$ cat src/spg_pkg.sv
// What this block does
// [RL1] Function-select bit 1 routes pin to peripheral, 0 to general-purpose I/O.
// [RL2] In I/O mode, direction 0 makes an input, 1 drives an output.
// [RL3] Input pins read sampled level; output pins drive the written data bit.
// [RL4] Peripheral mode ignores the pin's data and direction bits.
// [RL5] Port register: data bits 0-7, direction bits 8-15.
// [RL6] Select register: port A pins bits 0-7, port B pins bits 8-15.
// [RL7] Drive fault input stays active even when its pin is I/O.
// [RL8] All pin control lives in 16-bit select and data/direction registers.
// [RL9] Registers mapped at fixed data-space addresses 7090h, 7098h, 709Ah.
// [RL10] Reset clears all select and direction bits: I/O inputs.
// [RL11] Data reads return synchronised pin level, also for outputs.
package spg_pkg;
	localparam logic [15:0] ADDR_FUNC_SEL = 16'h7090;
	localparam logic [15:0] ADDR_PORT_A   = 16'h7098;
	localparam logic [15:0] ADDR_PORT_B   = 16'h709A;
	localparam logic [15:0] RST_FUNC_SEL  = 16'h0000;
	localparam logic [15:0] RST_PORT      = 16'h0000;
	localparam int          DATA_LSB      = 0;
	localparam int          DIR_LSB       = 8;
	localparam int          PORT_B_LSB    = 8;
	localparam int          FAULT_PIN     = 0;

	// CPU data-space access
	typedef struct packed {
		logic        rd;
		logic        wr;
		logic [15:0] addr;
		logic [15:0] wdata;
	} spg_bus_t;

	// One 8-bit port as seen by the pads
	typedef struct packed {
		logic [7:0] out;
		logic [7:0] oe;
	} spg_pad_t;
endpackage

$ cat src/spg_gpio.sv
// Shared-pin GPIO for ports A and B
module spg_gpio (
	// Clock and reset
	input  wire logic             clk,
	input  wire logic             nrst,
	// CPU data bus
	input  wire spg_pkg::spg_bus_t bus,
	output logic [15:0]           rdata,
	// Port pads
	input  wire logic [7:0]       port_a_pin_in,
	output spg_pkg::spg_pad_t     port_a_pad,
	input  wire logic [7:0]       port_b_pin_in,
	output spg_pkg::spg_pad_t     port_b_pad,
	// Peripheral functions
	input  wire logic [7:0]       port_a_periph_out,
	input  wire logic [7:0]       port_a_periph_oe,
	input  wire logic [7:0]       port_b_periph_out,
	input  wire logic [7:0]       port_b_periph_oe,
	output logic [7:0]            port_a_periph_in,
	output logic [7:0]            port_b_periph_in,
	output logic                  drive_fault_input
);
	logic [15:0] func_sel_reg, func_sel_next;
	logic [15:0] pa_reg, pa_next, pb_reg, pb_next;
	logic [15:0] rdata_reg, rdata_next;
	logic        fault_reg, fault_next;
	logic [7:0]  pa_level, pb_level, pa_pin, pb_pin;

	spg_port u_port_a (
		.clk        (clk),
		.nrst       (nrst),
		.func_sel   (func_sel_reg[7:0]),                             // [RL6]
		.datdir     (pa_reg),
		.pin_in     (port_a_pin_in),
		.pin_out    (port_a_pad.out),
		.pin_oe     (port_a_pad.oe),
		.periph_out (port_a_periph_out),
		.periph_oe  (port_a_periph_oe),
		.periph_in  (pa_pin),
		.pin_level  (pa_level)
	);

	spg_port u_port_b (
		.clk        (clk),
		.nrst       (nrst),
		.func_sel   (func_sel_reg[15:8]),                            // [RL6]
		.datdir     (pb_reg),
		.pin_in     (port_b_pin_in),
		.pin_out    (port_b_pad.out),
		.pin_oe     (port_b_pad.oe),
		.periph_in  (pb_pin),
		.periph_out (port_b_periph_out),
		.periph_oe  (port_b_periph_oe),
		.pin_level  (pb_level)
	);

	// Register writes and read mux; unmapped reads give zero
	always_comb begin
		func_sel_next = func_sel_reg;
		pa_next       = pa_reg;
		pb_next       = pb_reg;
		rdata_next    = rdata_reg;
		fault_next    = pa_pin[spg_pkg::FAULT_PIN];                     // [RL7]
		if (bus.wr) begin
			if (bus.addr == spg_pkg::ADDR_FUNC_SEL) begin           // [RL9] [RL8]
				func_sel_next = bus.wdata;
			end else if (bus.addr == spg_pkg::ADDR_PORT_A) begin
				pa_next = bus.wdata;
			end else if (bus.addr == spg_pkg::ADDR_PORT_B) begin
				pb_next = bus.wdata;
			end
		end
		if (bus.rd) begin
			if (bus.addr == spg_pkg::ADDR_FUNC_SEL) begin
				rdata_next = func_sel_reg;
			end else if (bus.addr == spg_pkg::ADDR_PORT_A) begin
				rdata_next = {pa_reg[15:8], pa_level};               // [RL11] [RL3]
			end else if (bus.addr == spg_pkg::ADDR_PORT_B) begin
				rdata_next = {pb_reg[15:8], pb_level};
			end else begin
				rdata_next = 16'h0000;
			end
		end
	end

	// Reset puts every pin in I/O input mode
	always_ff @(posedge clk or negedge nrst) begin
		if (!nrst) begin
			func_sel_reg <= spg_pkg::RST_FUNC_SEL;                     // [RL10]
			pa_reg       <= spg_pkg::RST_PORT;
			pb_reg       <= spg_pkg::RST_PORT;
			rdata_reg    <= 16'h0000;
			fault_reg    <= 1'b0;
		end else begin
			func_sel_reg <= func_sel_next;
			pa_reg       <= pa_next;
			pb_reg       <= pb_next;
			rdata_reg    <= rdata_next;
			fault_reg    <= fault_next;
		end
	end

	assign rdata             = rdata_reg;
	assign drive_fault_input = fault_reg;
	assign port_a_periph_in  = pa_pin;
	assign port_b_periph_in  = pb_pin;

	// Port A pin 1 as I/O output: pad driven with the data bit
	AST_IO_OUT: assert property (@(posedge clk) disable iff (!nrst)
		(!func_sel_reg[1] && pa_reg[9]) |=> port_a_pad.oe[1] == 1'b1 && port_a_pad.out[1] == $past(pa_reg[1]))
		else $error("I/O output pin not driven");                   // [RL2]

	// Port B pin 1 as I/O output, same path on the other port
	AST_IO_OUT_B: assert property (@(posedge clk) disable iff (!nrst)
		(!func_sel_reg[9] && pb_reg[9]) |=> port_b_pad.oe[1] == 1'b1 && port_b_pad.out[1] == $past(pb_reg[1]))
		else $error("Port B output pin not driven");                // [RL2] [RL3]

	// Port B pin 0 as I/O input: pad released
	AST_IO_IN: assert property (@(posedge clk) disable iff (!nrst)
		(!func_sel_reg[8] && !pb_reg[8]) |=> !port_b_pad.oe[0])
		else $error("I/O input pin driven");                        // [RL2]

	// Port A pin 5 as I/O input: pad released
	AST_IO_IN_A: assert property (@(posedge clk) disable iff (!nrst)
		(!func_sel_reg[5] && !pa_reg[13]) |=> !port_a_pad.oe[5])
		else $error("Port A input pin driven");                     // [RL2]

	// Peripheral drive reaches the pad when selected
	AST_PERIPH: assert property (@(posedge clk) disable iff (!nrst)
		func_sel_reg[3] |=> port_a_pad.out[3] == $past(port_a_periph_out[3]))
		else $error("Peripheral not routed");                       // [RL1]

	// Same on port B, serial transmit position
	AST_PERIPH_B: assert property (@(posedge clk) disable iff (!nrst)
		func_sel_reg[11] |=> port_b_pad.out[3] == $past(port_b_periph_out[3]))
		else $error("Port B peripheral not routed");                // [RL1]

	// Peripheral enable, not the direction bit, steers the pad
	AST_PERIPH_OE: assert property (@(posedge clk) disable iff (!nrst)
		func_sel_reg[6] |=> port_a_pad.oe[6] == $past(port_a_periph_oe[6]))
		else $error("Peripheral enable not routed");                // [RL1]

	// Direction bit must not turn on a peripheral-owned pad
	AST_IGNORE: assert property (@(posedge clk) disable iff (!nrst)
		(func_sel_reg[12] && !port_b_periph_oe[4]) |=> !port_b_pad.oe[4])
		else $error("Direction bit leaked in peripheral mode");     // [RL4]

	// Data bit must not override peripheral drive
	AST_IGNORE_A: assert property (@(posedge clk) disable iff (!nrst)
		(func_sel_reg[2] && !pa_reg[2] && port_a_periph_out[2]) |=> port_a_pad.out[2])
		else $error("Data bit leaked in peripheral mode");          // [RL4]

	// Direction half of port A reads back as stored
	AST_READ_A: assert property (@(posedge clk) disable iff (!nrst)
		(bus.rd && bus.addr == spg_pkg::ADDR_PORT_A) |=> rdata[15:8] == $past(pa_reg[15:8]))
		else $error("Port A direction readback wrong");             // [RL5]

	// Direction half of port B reads back as stored
	AST_READ_B: assert property (@(posedge clk) disable iff (!nrst)
		(bus.rd && bus.addr == spg_pkg::ADDR_PORT_B) |=> rdata[15:8] == $past(pb_reg[15:8]))
		else $error("Port B direction readback wrong");             // [RL5]

	// Data half is the pad level two flops back, plus the read flop
	AST_SYNC: assert property (@(posedge clk) disable iff (!nrst)
		(bus.rd && bus.addr == spg_pkg::ADDR_PORT_B) |=> rdata[7:0] == $past(port_b_pin_in, 3))
		else $error("Port B data read not synchronised level");     // [RL11]

	// Same latency on port A
	AST_SYNC_A: assert property (@(posedge clk) disable iff (!nrst)
		(bus.rd && bus.addr == spg_pkg::ADDR_PORT_A) |=> rdata[7:0] == $past(port_a_pin_in, 3))
		else $error("Port A data read not synchronised level");     // [RL3] [RL11]

	// Select register reads back whole
	AST_FSEL_RD: assert property (@(posedge clk) disable iff (!nrst)
		(bus.rd && bus.addr == spg_pkg::ADDR_FUNC_SEL) |=> rdata == $past(func_sel_reg))
		else $error("Select readback wrong");                       // [RL9]

	// Select write lands one cycle on
	AST_FSEL_WR: assert property (@(posedge clk) disable iff (!nrst)
		(bus.wr && bus.addr == spg_pkg::ADDR_FUNC_SEL) |=> func_sel_reg == $past(bus.wdata))
		else $error("Select write lost");                           // [RL9]

	// Port A write lands one cycle on
	AST_PA_WR: assert property (@(posedge clk) disable iff (!nrst)
		(bus.wr && bus.addr == spg_pkg::ADDR_PORT_A) |=> pa_reg == $past(bus.wdata))
		else $error("Port A write lost");                           // [RL8] [RL9]

	// Port B write lands one cycle on
	AST_PB_WR: assert property (@(posedge clk) disable iff (!nrst)
		(bus.wr && bus.addr == spg_pkg::ADDR_PORT_B) |=> pb_reg == $past(bus.wdata))
		else $error("Port B write lost");                           // [RL8] [RL9]

	// Reads outside the three registers answer zero
	AST_UNMAPPED: assert property (@(posedge clk) disable iff (!nrst)
		(bus.rd && bus.addr != spg_pkg::ADDR_FUNC_SEL && bus.addr != spg_pkg::ADDR_PORT_A
			&& bus.addr != spg_pkg::ADDR_PORT_B) |=> rdata == 16'h0000)
		else $error("Unmapped read not zero");                      // [RL9]

	// Read data holds between reads so software can take it late
	AST_RDATA_HOLD: assert property (@(posedge clk) disable iff (!nrst)
		!bus.rd |=> $stable(rdata))
		else $error("Read data changed without a read");            // [RL9]

	// Peripherals see the synchronised pad level; wait for the flops to fill
	AST_PERIPH_IN: assert property (@(posedge clk) disable iff (!nrst)
		$past(nrst, 3) |-> port_a_periph_in == $past(port_a_pin_in, 2))
		else $error("Peripheral input not synchronised level");     // [RL11]

	// Fault path: two sync flops and one output flop, checked with port A pin 0 in I/O mode
	AST_FAULT: assert property (@(posedge clk) disable iff (!nrst)
		!func_sel_reg[0] |-> ##4 drive_fault_input == $past(port_a_pin_in[0], 3))
		else $error("Fault input not active in I/O mode");          // [RL7]
endmodule

$ cat src/spg_port.sv
// One 8-pin port: sync, mux between peripheral and I/O
module spg_port (
	// Clock and reset
	input  wire logic       clk,
	input  wire logic       nrst,
	// Control
	input  wire logic [7:0] func_sel,
	input  wire logic [15:0] datdir,
	// Pads
	input  wire logic [7:0] pin_in,
	output logic [7:0]      pin_out,
	output logic [7:0]      pin_oe,
	// Peripheral side
	input  wire logic [7:0] periph_out,
	input  wire logic [7:0] periph_oe,
	output logic [7:0]      periph_in,
	output logic [7:0]      pin_level
);
	logic [7:0] sync1_reg, sync1_next, sync2_reg, sync2_next;
	logic [7:0] out_reg, out_next, oe_reg, oe_next;

	// Pad output mux; data/dir are don't-care in peripheral mode
	always_comb begin
		sync1_next = pin_in;
		sync2_next = sync1_reg;
		for (int i = 0; i < 8; i++) begin
			if (func_sel[i]) begin                                   // [RL1] [RL4]
				out_next[i] = periph_out[i];
				oe_next[i]  = periph_oe[i];
			end else begin
				out_next[i] = datdir[spg_pkg::DATA_LSB + i];          // [RL3] [RL5]
				oe_next[i]  = datdir[spg_pkg::DIR_LSB + i];           // [RL2] [RL5]
			end
		end
	end

	// Two-stage sync keeps metastability away from software reads
	always_ff @(posedge clk or negedge nrst) begin
		if (!nrst) begin
			sync1_reg <= 8'h00;
			sync2_reg <= 8'h00;
			out_reg   <= 8'h00;
			oe_reg    <= 8'h00;
		end else begin
			sync1_reg <= sync1_next;
			sync2_reg <= sync2_next;                                   // [RL11]
			out_reg   <= out_next;
			oe_reg    <= oe_next;
		end
	end

	assign pin_out   = out_reg;
	assign pin_oe    = oe_reg;
	assign periph_in = sync2_reg;
	assign pin_level = sync2_reg;
endmodule
$ cat config.mk
export PLATFORM = sky130hd
export DESIGN_NAME = spg_gpio
export DESIGN_NICKNAME = d
export VERILOG_FILES = /design/src/spg_pkg.sv /design/src/spg_gpio.sv /design/src/spg_port.sv
export SDC_FILE = /design/constraint.sdc
export NUM_CORES = 1
export LEC_CHECK = 0
export ABC_AREA = 1
export BUFFER_PORTS_ARGS = -buffer_cell sky130_fd_sc_hd__buf_4
export CAP_MARGIN = 20
export CORE_ASPECT_RATIO = 0.9
export CORE_MARGIN = 5
export CORE_UTILIZATION = 51
export CTS_CLUSTER_SIZE = 28
export DETAILED_ROUTE_END_ITERATION = 10
export PLACE_DENSITY_LB_ADDON = 0.3
export SLEW_MARGIN = 20
export SYNTH_ARGS = -nofsm -noshare
export SYNTH_HDL_FRONTEND = slang
export SYNTH_SLANG_ARGS = --single-unit
$ cat constraint.sdc
create_clock -name clk -period 1.1 [get_ports clk]
set_clock_uncertainty 0.1 [all_clocks]
set_input_delay 0.165 -clock clk [delete_from_list [all_inputs] [get_ports clk]]
set_output_delay 0.165 -clock clk [all_outputs]
set_load 0.05 [all_outputs]
==> reports/qor.yml <==
syn-num-nets: 537
ctsHtreeMaxLevel: 4
p_switching_uw: 2500
worst_pin_slew_ps: 336
synth-edff-count: 0
synth.most_common_cell: "nand2_1"
finalCoreUtilization_pct: 84.4
power_per_cell_area_nw_per_um2: 1420
hold-worst-slack_ps: 11.9
routed_wl_um: 14800
cp_max_fo: 2
seq_area_um2: 3230
vias: 4341
vias_per_cell: 5.13
start_util_pct: 51.7
critPathBufInv: 1
setup_slack_ps: -262
critPathTopFamily: "flip-flops"
grt_start_max_net_pins: 40
die_w_um: 114
synthAdderAreaFrac_pct: 0
final_layout_size_suffix_gt1_share_pct: 37.9
clock_latency_ps: 510
yosysSeqAreaShare_pct: 65.3
finalInstanceArea_um2: 8080
start_kind: "flip-flop"
die_y_um: 103
core_area_um2: 9570
cp.required_ps: 830
drtAntennaViolNets: 0
synth_top_family_by_area: "simple AND/OR/NAND/NOR gates"
finalHoldViolations: 0
clock_sinks: 129
yosys.area_share.simple_pct: 20.2
violations: "setup timing"
drt_pre_antenna_iters: 5
synthDistinctLibCells: 19
cpPeakStageDelay_ps: 420
nets: 792
peakVddDrop_uv: 1150
crit_path_top_delay_cell: "dfrtp_1"
cts_root_buffer: "clkbuf_8"
cts_buffer_depth: 2
path_cells: "buf_6"
antenna_found_initial: 0
synthMuxAreaShare_pct: 7.29
ys_seq_elements: 129
status: "finished with violations"
synth.area.top_cells: "dfrtp_1, nand2_1, mux2_2, nand3_1, o21ai_1"
die_area_um2: 11800
netlist_area_um2: 4940
dpl-instance-area_um2: 6380
placementRows: 34
synthXorXnorAreaFrac_pct: 0
end_kind: "primary output"
ys_top_cells_by_count: "nand2_1, dfrtp_1, nand3_1"
drtIter0Drc: 241
antenna_cells: 0
multi_input_area_um2: 1560
gp_congestion: 0.841
portBuffers: 148
grt_pass1_vias: 4738
grt-ovfl-total: 0
synthCells: 453
io_pins: 149
cts_buffers: 17
fin_tns_setup_ps: -14320
fmax_mhz: 734
power_frac_seq_pct: 42.3
synth_top_area_share_pct: 65.3
critPathArrivalTime_ps: 1100
final.min_clock_period_ps: 1360
drv_cap: 0
grt_pass1_wl_um: 23700
yosysWarnings: 0
finalCritPeriodShare_pct: 124
grtUsageTotal_pct: 26.6
netlist.top_cell.by_area: "dfrtp_1"
p_clk_share_pct: 49.9
drc_errors: 0
p_int_uw: 8960
nFillCells: 462
async_flop_share_pct: 100
rsz0062_at_grt: "yes"
cts.clk_slew.worst_paths_ps: 60
cts_tree: "built"
dominantRegCellSynth: "dfrtp_1"
slew_violations: 0
slew_headroom_pct: 77.6
dpl.hpwl_um: 8840
crit_type: "flip-flop to primary output"
setup_viol: 66
synth_compound_area_share_pct: 3.24
swShare_pct: 21.8
p_leak_uw: 0.00419
min_path_type: "input pin to async pin"
avgSynthCellArea_um2: 10.9
p_comb_share_pct: 7.8
syn_to_final_growth_pct: 63.4
wl_per_cell_um: 17.5
## power groups by stage
stage               combinational [µW]  clock [µW]  sequential (µW)
floorplan                         71.3           0             5030
global placement                   623           0             4920
detailed placement                 635           0             4930
CTS                                878        5760             4840
global route                       957        6030             4850
finish                             896        5710             4850
## layer usage
| metal | global-route usage, % | up-vias | wire length, µm |
|---|---|---|---|
| met5 | 0 | - | 0 |
| met2 | 48.1 | 206 | 7910 |
| met3 | 7.04 | 52 | 904 |
| met1 | 29.2 | 2103 | 5400 |
| li1 | - | 1980 | - |
| met4 | 14.1 | 0 | 597 |
## final cells by class
class | count | area share, %
Tap cell | 126 | 1.95
Inverter | 22 | 1.12
Clock inverter | 13 | 2.34
Clock buffer | 18 | 5.17
Multi-Input combinational cell | 283 | 19.3
Timing Repair Buffer | 255 | 30.1
Sequential cell | 129 | 40.0
## placed cells by master, fill, tap and decap left out, drive strengths merged
cell / n
buf: 189
clkinvlp: 5
nand4: 1
clkbuf: 18
nand2: 139
clkinv: 4
nand3: 66
dfrtp: 129
inv: 22
bufinv: 4
nor2: 13
mux2: 32
o21ai: 32
dlygate4sd3: 66
## path summary, 6_finish.rpt
path | from | to | slack [ps] | depth (start not counted)
hold / removal | nrst | u_port_b.sync1_reg[4]$_DFF_PN0_ | 10 | 2
setup reg to reg | u_port_a.periph_in[1]$_DFF_PN0_ | rdata[1]$_DFFE_PN0P_ | -70 | 6
setup / recovery | u_port_a.periph_in[2]$_DFF_PN0_ | port_a_periph_in[2] | -260 | 1
min in group clk | bus[32] | pa_reg[1]$_DFFE_PN0P_ | 80 | 5
max in group asynchronous | nrst | func_sel_reg[7]$_DFFE_PN0P_ | 340 | 3
hold reg to reg | u_port_a.sync1_reg[0]$_DFF_PN0_ | u_port_a.periph_in[0]$_DFF_PN0_ | 250 | 0
## cell families after synthesis
kind of cell / Yosys count
simple gates: 219
compound gates: 32
mux: 32
buf+inv: 41
flops: 129
## repair_timing
item                                   CTS  global route
endpoints found under the hold margin  241             0
gates cloned                             0             0
hold buffers                            66             0
gates resized for setup                 65             4
pin swaps                                0             1
buffers inserted                        13             8
setup endpoints to repair               65            87
## through the flow
step / total power (µW) / worst slack, ps / cells
global route: 11800 / -299 / 846
detailed placement: 5560 / -449 / 728
global placement: 5550 / -375 / 728
finish: 11500 / -262 / 846
CTS: 11500 / -264 / 838
floorplan: 5110 / -139 / 453
(Power assumes the default switching activity.)
